**src/include/fieldbus_status_cfg.svh**
```systemverilog
// Timing, field and address capture constants for the fieldbus slave status and address block.
`ifndef FIELDBUS_STATUS_CFG_SVH
`define FIELDBUS_STATUS_CFG_SVH
// ==========================================================
// Clock and lamp timing
`define FB_CLK_MHZ 40
`define FB_TICK_MS 50
`define FB_TICK_W 32
`define FB_PHASE_W 5
`define FB_BLINK_BIT 2
`define FB_FLASH_LEN 5'h04
`define FB_FLASH2_ON 5'h08
`define FB_FLASH2_OFF 5'h0C
// ==========================================================
// Station address capture
`define FB_CAPTURE_WAIT 4'h8
`define FB_DIGIT_MAX 4'h9
`define FB_TENS_MUL 7'h0A
`define FB_ADDR_W 16
`define FB_BCD_W 7
`endif

```
**src/include/fb_status_pkg.sv**
```systemverilog
// Types shared by the fieldbus slave status and address block.
`default_nettype none
package fb_status_pkg;
  // Slave state as reported by the protocol engine.
  typedef enum logic [1:0] {ST_INIT, ST_PREOP, ST_SAFEOP, ST_OP} slave_state_t;
  // Lamp display pattern.
  typedef enum logic [2:0] {LAMP_OFF, LAMP_ON, LAMP_BLINK, LAMP_FLASH1, LAMP_FLASH2} lamp_mode_t;
endpackage : fb_status_pkg
`default_nettype wire

```
**src/rtl/fieldbus_slave_status_and_address.sv**
```systemverilog
// Status lamps, station address capture and data hand-off for a fieldbus slave option board.
// Contract
// Link lamp: dark, steady, flicker on traffic.
// Run lamp shows slave state pattern.
// Error lamp: dark, blink, double flash.
// Address is tens switch times ten plus ones.
// Switch address sampled once after power-on.
// Switch address used only in fixed mode.
// Other modes: master assigns the address.
// Cyclic command out, status returned in.
// Acyclic parameter writes, apart from cyclic data.
// Serial register protocol path stays disabled.
// Slave status offered for master monitoring.
// Free-running divider times all lamp patterns.
`include "fieldbus_status_cfg.svh"
`default_nettype none
module fieldbus_slave_status_and_address
  import fb_status_pkg::*;
#(
  parameter int unsigned TICK_CYCLES = `FB_TICK_MS * 1000 * `FB_CLK_MHZ,
  parameter int DATA_W = 16
) (
  input wire logic REF_CLK,
  input wire logic RSTN,
  input wire logic LINK_UP_IN,
  input wire logic LINK_ACT_IN,
  input wire logic LINK_UP_OUT,
  input wire logic LINK_ACT_OUT,
  input wire logic [3:0] SW_TENS,
  input wire logic [3:0] SW_ONES,
  input wire logic [1:0] SLAVE_STATE,
  input wire logic CFG_ERR,
  input wire logic COMM_ERR,
  input wire logic ADDR_MODE_FIXED,
  input wire logic [`FB_ADDR_W-1:0] ASSIGNED_ADDR,
  input wire logic CYC_OUT_VALID,
  input wire logic [DATA_W-1:0] CYC_CMD,
  input wire logic [DATA_W-1:0] CYC_TARGET,
  input wire logic [DATA_W-1:0] DRV_STATUS,
  input wire logic [DATA_W-1:0] DRV_ACTUAL,
  input wire logic PARAM_REQ,
  input wire logic [DATA_W-1:0] PARAM_INDEX,
  input wire logic [DATA_W-1:0] PARAM_DATA,
  output logic LED_LINK_IN,
  output logic LED_LINK_OUT,
  output logic LED_RUN,
  output logic LED_ERR,
  output logic [`FB_ADDR_W-1:0] STATION_ADDR,
  output logic ADDR_CAPTURED,
  output logic [DATA_W-1:0] DRV_CMD,
  output logic [DATA_W-1:0] DRV_TARGET,
  output logic CYC_IN_VALID,
  output logic [DATA_W-1:0] CYC_STATUS,
  output logic [DATA_W-1:0] CYC_ACTUAL,
  output logic PARAM_WE,
  output logic [DATA_W-1:0] PARAM_ADDR,
  output logic [DATA_W-1:0] PARAM_WDATA,
  output logic [3:0] SLAVE_STATUS,
  output logic MODBUS_EN
);
  localparam int SYNC_W = 12;
  localparam logic [`FB_TICK_W-1:0] TICK_LAST = `FB_TICK_W'(TICK_CYCLES - 1);
  // Clamps a switch digit to the decimal range.
  function automatic logic [3:0] digit_clip(input logic [3:0] d);
    digit_clip = (d > `FB_DIGIT_MAX) ? `FB_DIGIT_MAX : d;
  endfunction : digit_clip

  // Gives the lamp level for a pattern at a given frame phase.
  function automatic logic lamp_level(input lamp_mode_t m, input logic [`FB_PHASE_W-1:0] ph);
    lamp_level = 1'b0;
    case (m)
      LAMP_ON: lamp_level = 1'b1;
      LAMP_BLINK: lamp_level = ~ph[`FB_BLINK_BIT];
      LAMP_FLASH1: lamp_level = (ph < `FB_FLASH_LEN);
      LAMP_FLASH2: lamp_level = (ph < `FB_FLASH_LEN) || (ph >= `FB_FLASH2_ON && ph < `FB_FLASH2_OFF);
      default: lamp_level = 1'b0;
    endcase
  endfunction : lamp_level

  // ==========================================================
  // Pin synchronisers
  logic [SYNC_W-1:0] pins;
  logic [SYNC_W-1:0] s1_r, s2_r, s3_r, stab_r, stab_nxt;
  assign pins = {SW_TENS, SW_ONES, LINK_ACT_OUT, LINK_UP_OUT, LINK_ACT_IN, LINK_UP_IN};

  // A bit only changes once the second and third stages agree.
  always_comb begin
    stab_nxt = (stab_r & (s2_r ^ s3_r)) | (s3_r & ~(s2_r ^ s3_r));
  end

  // Three-stage chain, the first stage feeds only the second.
  always_ff @(posedge REF_CLK) begin
    if (!RSTN) begin
      {s1_r, s2_r, s3_r, stab_r} <= '0;
    end else begin
      s1_r <= pins;
      s2_r <= s1_r;
      s3_r <= s2_r;
      stab_r <= stab_nxt;
    end
  end

  logic [1:0] link_up, link_act;
  assign link_up = {stab_r[2], stab_r[0]};
  assign link_act = {stab_r[3], stab_r[1]};

  // ==========================================================
  // Lamp timebase
  logic [`FB_TICK_W-1:0] tick_cnt_r, tick_cnt_nxt;
  logic [`FB_PHASE_W-1:0] phase_r, phase_nxt;
  logic tick;
  assign tick = (tick_cnt_r == TICK_LAST);

  // Free-running divider and pattern frame phase.
  always_comb begin
    tick_cnt_nxt = tick ? '0 : tick_cnt_r + `FB_TICK_W'(1);
    phase_nxt = tick ? phase_r + `FB_PHASE_W'(1) : phase_r;
  end

  // Registers the timebase.
  always_ff @(posedge REF_CLK) begin
    if (!RSTN) begin
      {tick_cnt_r, phase_r} <= '0;
    end else begin
      tick_cnt_r <= tick_cnt_nxt;
      phase_r <= phase_nxt;
    end
  end

  // ==========================================================
  // Lamps
  logic [1:0] act_seen_r, act_seen_nxt, act_r, act_nxt, link_led_nxt;
  logic flick_r, flick_nxt, run_nxt, err_nxt;
  lamp_mode_t run_mode, err_mode;

  // Traffic is stretched to a tick so short bursts still flicker the lamp.
  always_comb begin
    act_seen_nxt = link_act | (tick ? 2'b00 : act_seen_r);
    act_nxt = tick ? (act_seen_r | link_act) : act_r;
    flick_nxt = tick ? ~flick_r : flick_r;
    link_led_nxt = link_up & (~act_r | {2{flick_r}});
    case (slave_state_t'(SLAVE_STATE))
      ST_INIT: run_mode = LAMP_OFF;
      ST_PREOP: run_mode = LAMP_BLINK;
      ST_SAFEOP: run_mode = LAMP_FLASH1;
      default: run_mode = LAMP_ON;
    endcase
    if (COMM_ERR) begin
      err_mode = LAMP_FLASH2;
    end else if (CFG_ERR) begin
      err_mode = LAMP_BLINK;
    end else begin
      err_mode = LAMP_OFF;
    end
    run_nxt = lamp_level(run_mode, phase_r);
    err_nxt = lamp_level(err_mode, phase_r);
  end

  // Lamp outputs straight from flops.
  always_ff @(posedge REF_CLK) begin
    if (!RSTN) begin
      {act_seen_r, act_r, flick_r} <= '0;
      {LED_LINK_IN, LED_LINK_OUT, LED_RUN, LED_ERR} <= '0;
    end else begin
      act_seen_r <= act_seen_nxt;
      act_r <= act_nxt;
      flick_r <= flick_nxt;
      LED_LINK_IN <= link_led_nxt[0];
      LED_LINK_OUT <= link_led_nxt[1];
      LED_RUN <= run_nxt;
      LED_ERR <= err_nxt;
    end
  end

  // ==========================================================
  // Station address
  logic [3:0] wait_r, wait_nxt;
  logic [`FB_BCD_W-1:0] sw_addr_r, sw_addr_nxt, sw_calc;
  logic captured_nxt;
  logic [`FB_ADDR_W-1:0] station_nxt;
  assign sw_calc = `FB_BCD_W'(digit_clip(stab_r[11:8])) * `FB_TENS_MUL + `FB_BCD_W'(digit_clip(stab_r[7:4]));

  // Waits for the synchronisers to fill, then latches the switches once.
  always_comb begin
    wait_nxt = wait_r;
    sw_addr_nxt = sw_addr_r;
    captured_nxt = ADDR_CAPTURED;
    if (!ADDR_CAPTURED) begin
      if (wait_r == `FB_CAPTURE_WAIT) begin
        sw_addr_nxt = sw_calc;
        captured_nxt = 1'b1;
      end else begin
        wait_nxt = wait_r + 4'h1;
      end
    end
    station_nxt = ADDR_MODE_FIXED ? `FB_ADDR_W'(sw_addr_r) : ASSIGNED_ADDR;
  end

  // Registers the address state.
  always_ff @(posedge REF_CLK) begin
    if (!RSTN) begin
      {wait_r, sw_addr_r, ADDR_CAPTURED, STATION_ADDR} <= '0;
    end else begin
      wait_r <= wait_nxt;
      sw_addr_r <= sw_addr_nxt;
      ADDR_CAPTURED <= captured_nxt;
      STATION_ADDR <= station_nxt;
    end
  end

  // ==========================================================
  // Cyclic and acyclic data hand-off
  // Cyclic frames move command and status both ways; parameter writes are their own strobe.
  always_ff @(posedge REF_CLK) begin
    if (!RSTN) begin
      {DRV_CMD, DRV_TARGET, CYC_STATUS, CYC_ACTUAL} <= '0;
      {CYC_IN_VALID, PARAM_WE, MODBUS_EN} <= '0;
      {PARAM_ADDR, PARAM_WDATA, SLAVE_STATUS} <= '0;
    end else begin
      CYC_IN_VALID <= CYC_OUT_VALID;
      if (CYC_OUT_VALID) begin
        DRV_CMD <= CYC_CMD;
        DRV_TARGET <= CYC_TARGET;
        CYC_STATUS <= DRV_STATUS;
        CYC_ACTUAL <= DRV_ACTUAL;
      end
      PARAM_WE <= PARAM_REQ;
      if (PARAM_REQ) begin
        PARAM_ADDR <= PARAM_INDEX;
        PARAM_WDATA <= PARAM_DATA;
      end
      SLAVE_STATUS <= {COMM_ERR, CFG_ERR, SLAVE_STATE};
      MODBUS_EN <= 1'b0;
    end
  end
endmodule : fieldbus_slave_status_and_address
`default_nettype wire

```
**config.mk**
```make
export PLATFORM = sky130hd
export DESIGN_NAME = fieldbus_slave_status_and_address
export DESIGN_NICKNAME = d
export VERILOG_FILES = /design/src/include/fb_status_pkg.sv /design/src/rtl/fieldbus_slave_status_and_address.sv
export VERILOG_INCLUDE_DIRS = /design/src /design/src/include
export SDC_FILE = /design/constraint.sdc
export NUM_CORES = 1
export LEC_CHECK = 0
export BUFFER_PORTS_ARGS = -buffer_cell sky130_fd_sc_hd__buf_4
export CORE_MARGIN = 5
export CORE_UTILIZATION = 46
export CTS_CLUSTER_SIZE = 8
export DETAILED_ROUTE_END_ITERATION = 6
export MAX_ROUTING_LAYER = met4
export PLACE_DENSITY = 0.81
export SLEW_MARGIN = 20
export SYNTH_ARGS = -nofsm -noshare
export SYNTH_HDL_FRONTEND = slang
export SYNTH_SLANG_ARGS = --single-unit
```
**constraint.sdc**
```tcl
create_clock -name REF_CLK -period 2.05 [get_ports REF_CLK]
set_clock_uncertainty 0.1 [all_clocks]
set_input_delay 0 -clock REF_CLK [delete_from_list [all_inputs] [get_ports REF_CLK]]
set_output_delay 0 -clock REF_CLK [all_outputs]
set_load 0.005 [all_outputs]
```
==> results of run 1 <==
==> how the worst max path moves through the flow <==
stage / start / endpoint / cells after the start
floorplan: flip-flop / sw_addr_r[6]$_SDFFE_PN0P_ / 8
global placement: flip-flop / sw_addr_r[6]$_SDFFE_PN0P_ / 8
detailed placement: flip-flop / sw_addr_r[6]$_SDFFE_PN0P_ / 8
CTS: flip-flop / sw_addr_r[6]$_SDFFE_PN0P_ / 8
global route: flip-flop / sw_addr_r[6]$_SDFFE_PN0P_ / 8
finish: flip-flop / sw_addr_r[6]$_SDFFE_PN0P_ / 8
==> flip-flops by register name, summed over array words and instances, names as in the netlist, 2 cells and up, named ones only <==
| name | cells |
|---|---|
| CYC_ACTUAL | 16 |
| CYC_STATUS | 16 |
| DRV_CMD | 16 |
| DRV_TARGET | 16 |
| PARAM_ADDR | 16 |
| PARAM_WDATA | 16 |
| SLAVE_STATUS | 4 |
| STATION_ADDR | 16 |
| act_r | 2 |
| act_seen_r | 2 |
| phase_r | 5 |
| s1_r | 12 |
| s2_r | 12 |
| s3_r | 12 |
| sw_addr_r | 7 |
| tick_cnt_r | 32 |
| wait_r | 4 |
==> worst max-delay path: stages, from the launching register on <==
cell      delay [ns]
dfxtp_2         0.33
o21ai_2         0.12
nand2b_1        0.09
ha_2            0.18
ha_2            0.17
fa_2            0.33
xor2_1          0.16
or3_1           0.36
o311ai_2        0.20
==> cell families (layout without fill, tap and decap cells) <==
logic type      Yosys count  count (layout)  share of synthesized area
compound gates           51              51                     0.0374
xor+xnor                 38              38                     0.0410
fa+ha+maj                11              11                     0.0176
buf+inv                  53             541                     0.0282
flops                   224             224                      0.552
mux                     110             110                      0.136
other cells               1               7                   0.000462
simple gates            314             314                      0.188
==> where the power goes <==
group / switching (mW) / internal (mW)
clock: 1.76 / 2.64
sequential: 0.107 / 4.54
combinational: 0.504 / 0.782
total: 2.37 / 7.96
==> layer usage <==
layer | up-vias | wire (µm) | share of wire
li1 | 3642 | - | -
met1 | 3664 | 10300 | 0.36
met2 | 345 | 14600 | 0.51
met3 | 130 | 2120 | 0.073
met4 | 0 | 1830 | 0.064
met5 | - | 0 | 0
==> layout by cell type, fill, tap and decap left out, drive strengths merged, types with 9 or more instances in the layout <==
cell / netlist / final
dlygate4sd3: 0 / 214
xnor2: 14 / 14
nor2: 160 / 160
nand3: 17 / 17
mux2i: 110 / 110
ha: 9 / 9
nand4: 11 / 11
nand2: 27 / 27
xor2: 24 / 24
inv: 10 / 12
dfxtp: 224 / 224
buf: 18 / 284
a21oi: 19 / 19
clkbuf: 24 / 31
o21ai: 15 / 15
and2: 54 / 54
nor4: 10 / 10
==> metrics by stage <==
step | setup slack, ns | setup TNS [ns] | hold slack [ns]
floorplan | 0.00636 | 0 | 0.0217
global placement | -0.0497 | -0.0497 | 0.101
detailed placement | -0.0851 | -0.0851 | 0.106
CTS | -0.0604 | -0.0604 | 0.0324
global route | -0.166 | -0.279 | 0.0720
finish | -0.0789 | -0.0789 | 0.0768
==> area by class of cell <==
cell class	count	area, µm²	area share
Inverter	11	43.8	0.00327
Antenna cell	5	12.5	0.000934
Tap cell	225	282	0.0210
Timing Repair Buffer	498	4320	0.322
Multi-Input combinational cell	526	3460	0.258
Sequential cell	224	4490	0.335
Clock inverter	1	20.0	0.00149
Clock buffer	31	776	0.0579
==> repair_timing <==
item / in CTS / in global routing
buffers inserted: 2 / 1
pin swaps: 2 / 4
hold buffers: 214 / 0
setup endpoints to repair: 2 / 33
resized for setup: 5 / 9
hold endpoints to repair: 202 / 0
==> qor.txt, run 1 <==
Remaining Overflow, GRT = 0
Post-Syn Area = 8120 µm²
Primary FF master, synth = dfxtp_1
Cell Pwr Density = 771 nW/µm²
Hold Path Depth = 3
Hold path startpoint = CYC_OUT_VALID
Starting Density = 0.470
Layout Utilization = 0.775
Most frequent cells after synthesis = dfxtp_1, nor2_1, mux2i_1
Period utilization = 1.04
Cell taking the most area after synthesis = dfxtp_1
Placed inst area = 10400 µm²
Fillers = 1007
Placement row count = 48
Die height = 143 µm
Final cell area excluding filler cells = 13400 µm²
Clock root cell = clkbuf_16
Seq/Total Area, Yosys = 0.552
Placed Cells = 1267
Die width = 143 µm
Hold Path End = CYC_IN_VALID$_SDFF_PN0_
Top fanout value on the critical path = 3
Nets = 1435
Via count = 7781
Failing checks = setup timing
Synth-to-layout area growth = 64.9%
Total core area = 17300 µm²
Unique cell type count in the Yosys netlist = 51
Mapped Cells = 802
DP HPWL = 14.6 mm
Required @ worst endpoint = 2.39 ns
Largest net degree at the start of global routing = 72
First-pass iteration count of the detailed router = 7
R2R Path End = sw_addr_r[6]$_SDFFE_PN0P_
Reg clk slew, reported paths = 0.05 ns
Number of flops mapped to enable cells by yosys = 0
Final RePlAce weighted congestion = 0.840
CP startpoint kind = flip-flop
Remaining DRCs = 0
Die area = 20400 µm²
DR iter-0 viols = 380
Fmax = 470 MHz
Max_slew headroom = 0.520
Global routing usage on met2 = 0.497
Final Hold Vio Count = 0
Total chip power = 10.3 mW
Setup CP Type = reg -> reg
Share of the synthesized area in the top cell type = 0.552
CP endpoint kind = flip-flop
Routed Antenna Nets = 0
Max Slew Vio Count = 0
Drt wl/cell = 19.0 µm
Maxcap violations = 0
Ys async rst share = 0
LEAKAGE = 6.07 nW
Global-route wire length before repair = 44.4 mm
CTS sink count = 224
Mean Syn Cell Area = 10.1 µm²
RSZ-0062 raised after global routing = true
Finished Layout Cells = 1521
Port Buffers = 255
Vias in the first global route = 8296
Via density = 5.12
Io pins = 257
H-tree levels = 1
Met1 Use GR = 0.288
Fin crit period = 2.13 ns
Max VDD drop = 0.700 mV
Bufs on Longest Clock Path = 3
Top-count cell post-synth = dfxtp_1
Antenna violations before repair = 4
Seq cells post-synth = 224
CTS tree = done
Grt peak-use layer = met2
Worst Tran Pin Value = 0.718 ns
GRT Total Usage = 0.282
Grt met3 use = 0.0576
TritonCTS Buffers = 31
Post-Route WL = 28.8 mm
Synth Warn # = 0
WP data arrival = 2.47 ns
R2R Setup Slk = -0.08 ns
Clock Latency Late Sink = 0.55 ns
Min-delay worst type = in -> reg
Main area contributors after synthesis = dfxtp_1, mux2i_1, nor2_1
Status = finished with violations
Layout cells sized above 1 = 0.264
Final setup viols = 1
FF-to-FF path depth = 8
Post-route setup slack = -0.0789 ns
Note: power is estimated with default switching activity, not from simulation.
==> inputs of run 2 (changes only) <==
Settings changed: CORE_UTILIZATION 46 to 51, PLACE_DENSITY 0.81 to 0.85.
Clock period 2.05 ns to 2.21 ns, I/O delays scaled along.
==> run 2 against run 1 <==
Compared with the run above: the run now ends clean; fmax fell by 2.5%; flip-flop and latch count did not move; global-route usage rose by 5.8 points; register-to-register slack improved by 0.10 ns; cell count fell by 1.8%; non-clock buffer count fell by 15; via count rose by 3.0%; utilization rose by 6.4 points; worst setup slack improved by 0.10 ns; total power fell by 6.6%; worst hold slack improved by 0.084 ns; routed wire length rose by 11%; critical path type unchanged; largest cell class unchanged.
==> qor.txt, run 2 (synthesis gave the netlist of run 1 again) <==
Required @ worst endpoint = 2.55 ns
Clock Latency Late Sink = 0.53 ns
Cell Pwr Density = 729 nW/µm²
Fillers = 711
Starting Density = 0.515
Clock root cell = clkbuf_16
Placed Cells = 1247
Final setup viols = 0
Maxcap violations = 0
Reg clk slew, reported paths = 0.06 ns
Max_slew headroom = 0.607
Finished Layout Cells = 1493
Seq pwr share = 0.447
CTS tree = done
Net Sw Frac = 0.236
Top fanout value on the critical path = 2
Nets = 1420
Largest net degree at the start of global routing = 81
WHS = 0.160 ns
Clk network pwr share = 0.426
Bufs on Longest Clock Path = 3
WP buf/inv = 0
TritonCTS Buffers = 31
RSZ-0062 raised after global routing = true
Largest register by flop count = tick_cnt_r
CP delay by family, top = adder cells
Slowest-stage cell, CP = fa_2
Total core area = 15800 µm²
Psw = 2.28 mW
Commonest cells after routing, fill and taps aside = buf_4, dfxtp_1, dlygate4sd3_1
DR iter-0 viols = 514
Vias in the first global route = 8429
WP data arrival = 2.52 ns
Combinational share of power = 0.127
Peak per-stage delay on the critical path = 0.35 ns
LEAKAGE = 5.97 nW
Min-delay worst type = in -> reg
CTS sink count = 224
Synth-to-layout area growth = 62.9%
Period utilization = 0.988
Final Hold Vio Count = 0
Global-route wire length before repair = 47.5 mm
Layout cells sized above 1 = 0.251
Worst Tran Pin Value = 0.590 ns
CP Cell Sequence = o21ai_1, nand2b_1, ha_2, ha_4, fa_2, xor2_1, or3_1, o311ai_1
Via density = 5.37
Post-Route WL = 32.0 mm
Final RePlAce weighted congestion = 0.870
Die width = 136 µm
Die area = 18600 µm²
DP HPWL = 14.2 mm
Post-CTS setup buffers = 0
Remaining DRCs = 0
CP endpoint kind = flip-flop
Hold path startpoint = LINK_ACT_IN
Placement row count = 46
Remaining Overflow, GRT = 0
Via count = 8017
Max VDD drop = 0.736 mV
Setup CP Type = reg -> reg
Status = finished clean
Drt wl/cell = 21.4 µm
Die height = 136 µm
Commonest non-fill, non-tap cell in the layout = buf_4
GRT Total Usage = 0.339
Routed Antenna Nets = 0
First-pass iteration count of the detailed router = 7
CP startpoint kind = flip-flop
Fin crit period = 2.18 ns
Port Buffers = 255
Flip-flop count of the largest register after layout = 32
H-tree levels = 1
Io pins = 257
Antenna violations before repair = 1
Pint = 7.37 mW
Fmax = 458 MHz
Max Slew Vio Count = 0
run 2: power groups by stage:
stage          sequential (mW)  clock (mW)  combinational [mW]
2_1_floorplan             4.37           0               0.304
3_3_place_gp              4.36           0               0.751
3_5_place_dp              4.37           0               0.769
4_1_cts                   4.29        4.06                1.12
5_1_grt                   4.32        4.30                1.28
6_report                  4.32        4.10                1.22
run 2: timing repair:
item / CTS / global route
resized for setup: 1 / 11
endpoints found under the setup margin: 1 / 2
cloned: 0 / 0
hold buffers: 213 / 0
endpoints found under the hold margin: 173 / 0
pin swaps: 0 / 2
run 2: worst min-delay path: stages:
cell           delay, ns
dlygate4sd3_1       0.53
buf_4               0.10
and2_1              0.12
run 2: routing by layer:
metal,track usage,vias up,routed length (µm)
met5,-,-,0
met4,0.223,0,2420
met3,0.0866,185,2580
met2,0.577,489,15800
met1,0.346,3743,11200
li1,-,3600,-
run 2: final timing paths:
| kind | to | slack, ns | cells past startpoint |
|---|---|---|---|
| max reg2reg | sw_addr_r[6]$_SDFFE_PN0P_ | 0.03 | 8 |
| min reg2reg | s2_r[8]$_SDFF_PN0_ | 0.33 | 1 |
| min | s1_r[1]$_SDFF_PN0_ | 0.16 | 3 |
| max | sw_addr_r[6]$_SDFFE_PN0P_ | 0.03 | 8 |
run 2: cell type report:
| cell class | instances | area [µm²] | area share |
|---|---|---|---|
| well taps | 216 | 270 | 0.0204 |
| clock inverters | 1 | 8.76 | 0.000662 |
| repair buffers | 483 | 4200 | 0.317 |
| clock buffers | 31 | 776 | 0.0586 |
| flip-flops and latches | 224 | 4490 | 0.339 |
| inverters | 11 | 43.8 | 0.00331 |
| diodes | 1 | 2.50 | 0.000189 |
| multi-input cells | 526 | 3450 | 0.260 |
run 2: through the flow:
| stage | cell area [µm²] | util | power, mW | TNS, ns | setup WS, ns |
|---|---|---|---|---|---|
| 6_report | 13200 | 0.839 | 9.65 | 0 | 0.0259 |
| 5_1_grt | 13200 | 0.839 | 9.91 | -0.0486 | -0.0486 |
| 4_1_cts | 13200 | 0.837 | 9.47 | 0 | 0.00375 |
| 3_5_place_dp | 10300 | 0.652 | 5.13 | -0.0397 | -0.0397 |
| 3_3_place_gp | 10300 | 0.652 | 5.11 | -0.00892 | -0.00892 |
| 2_1_floorplan | 8130 | - | 4.67 | 0 | 0.0522 |
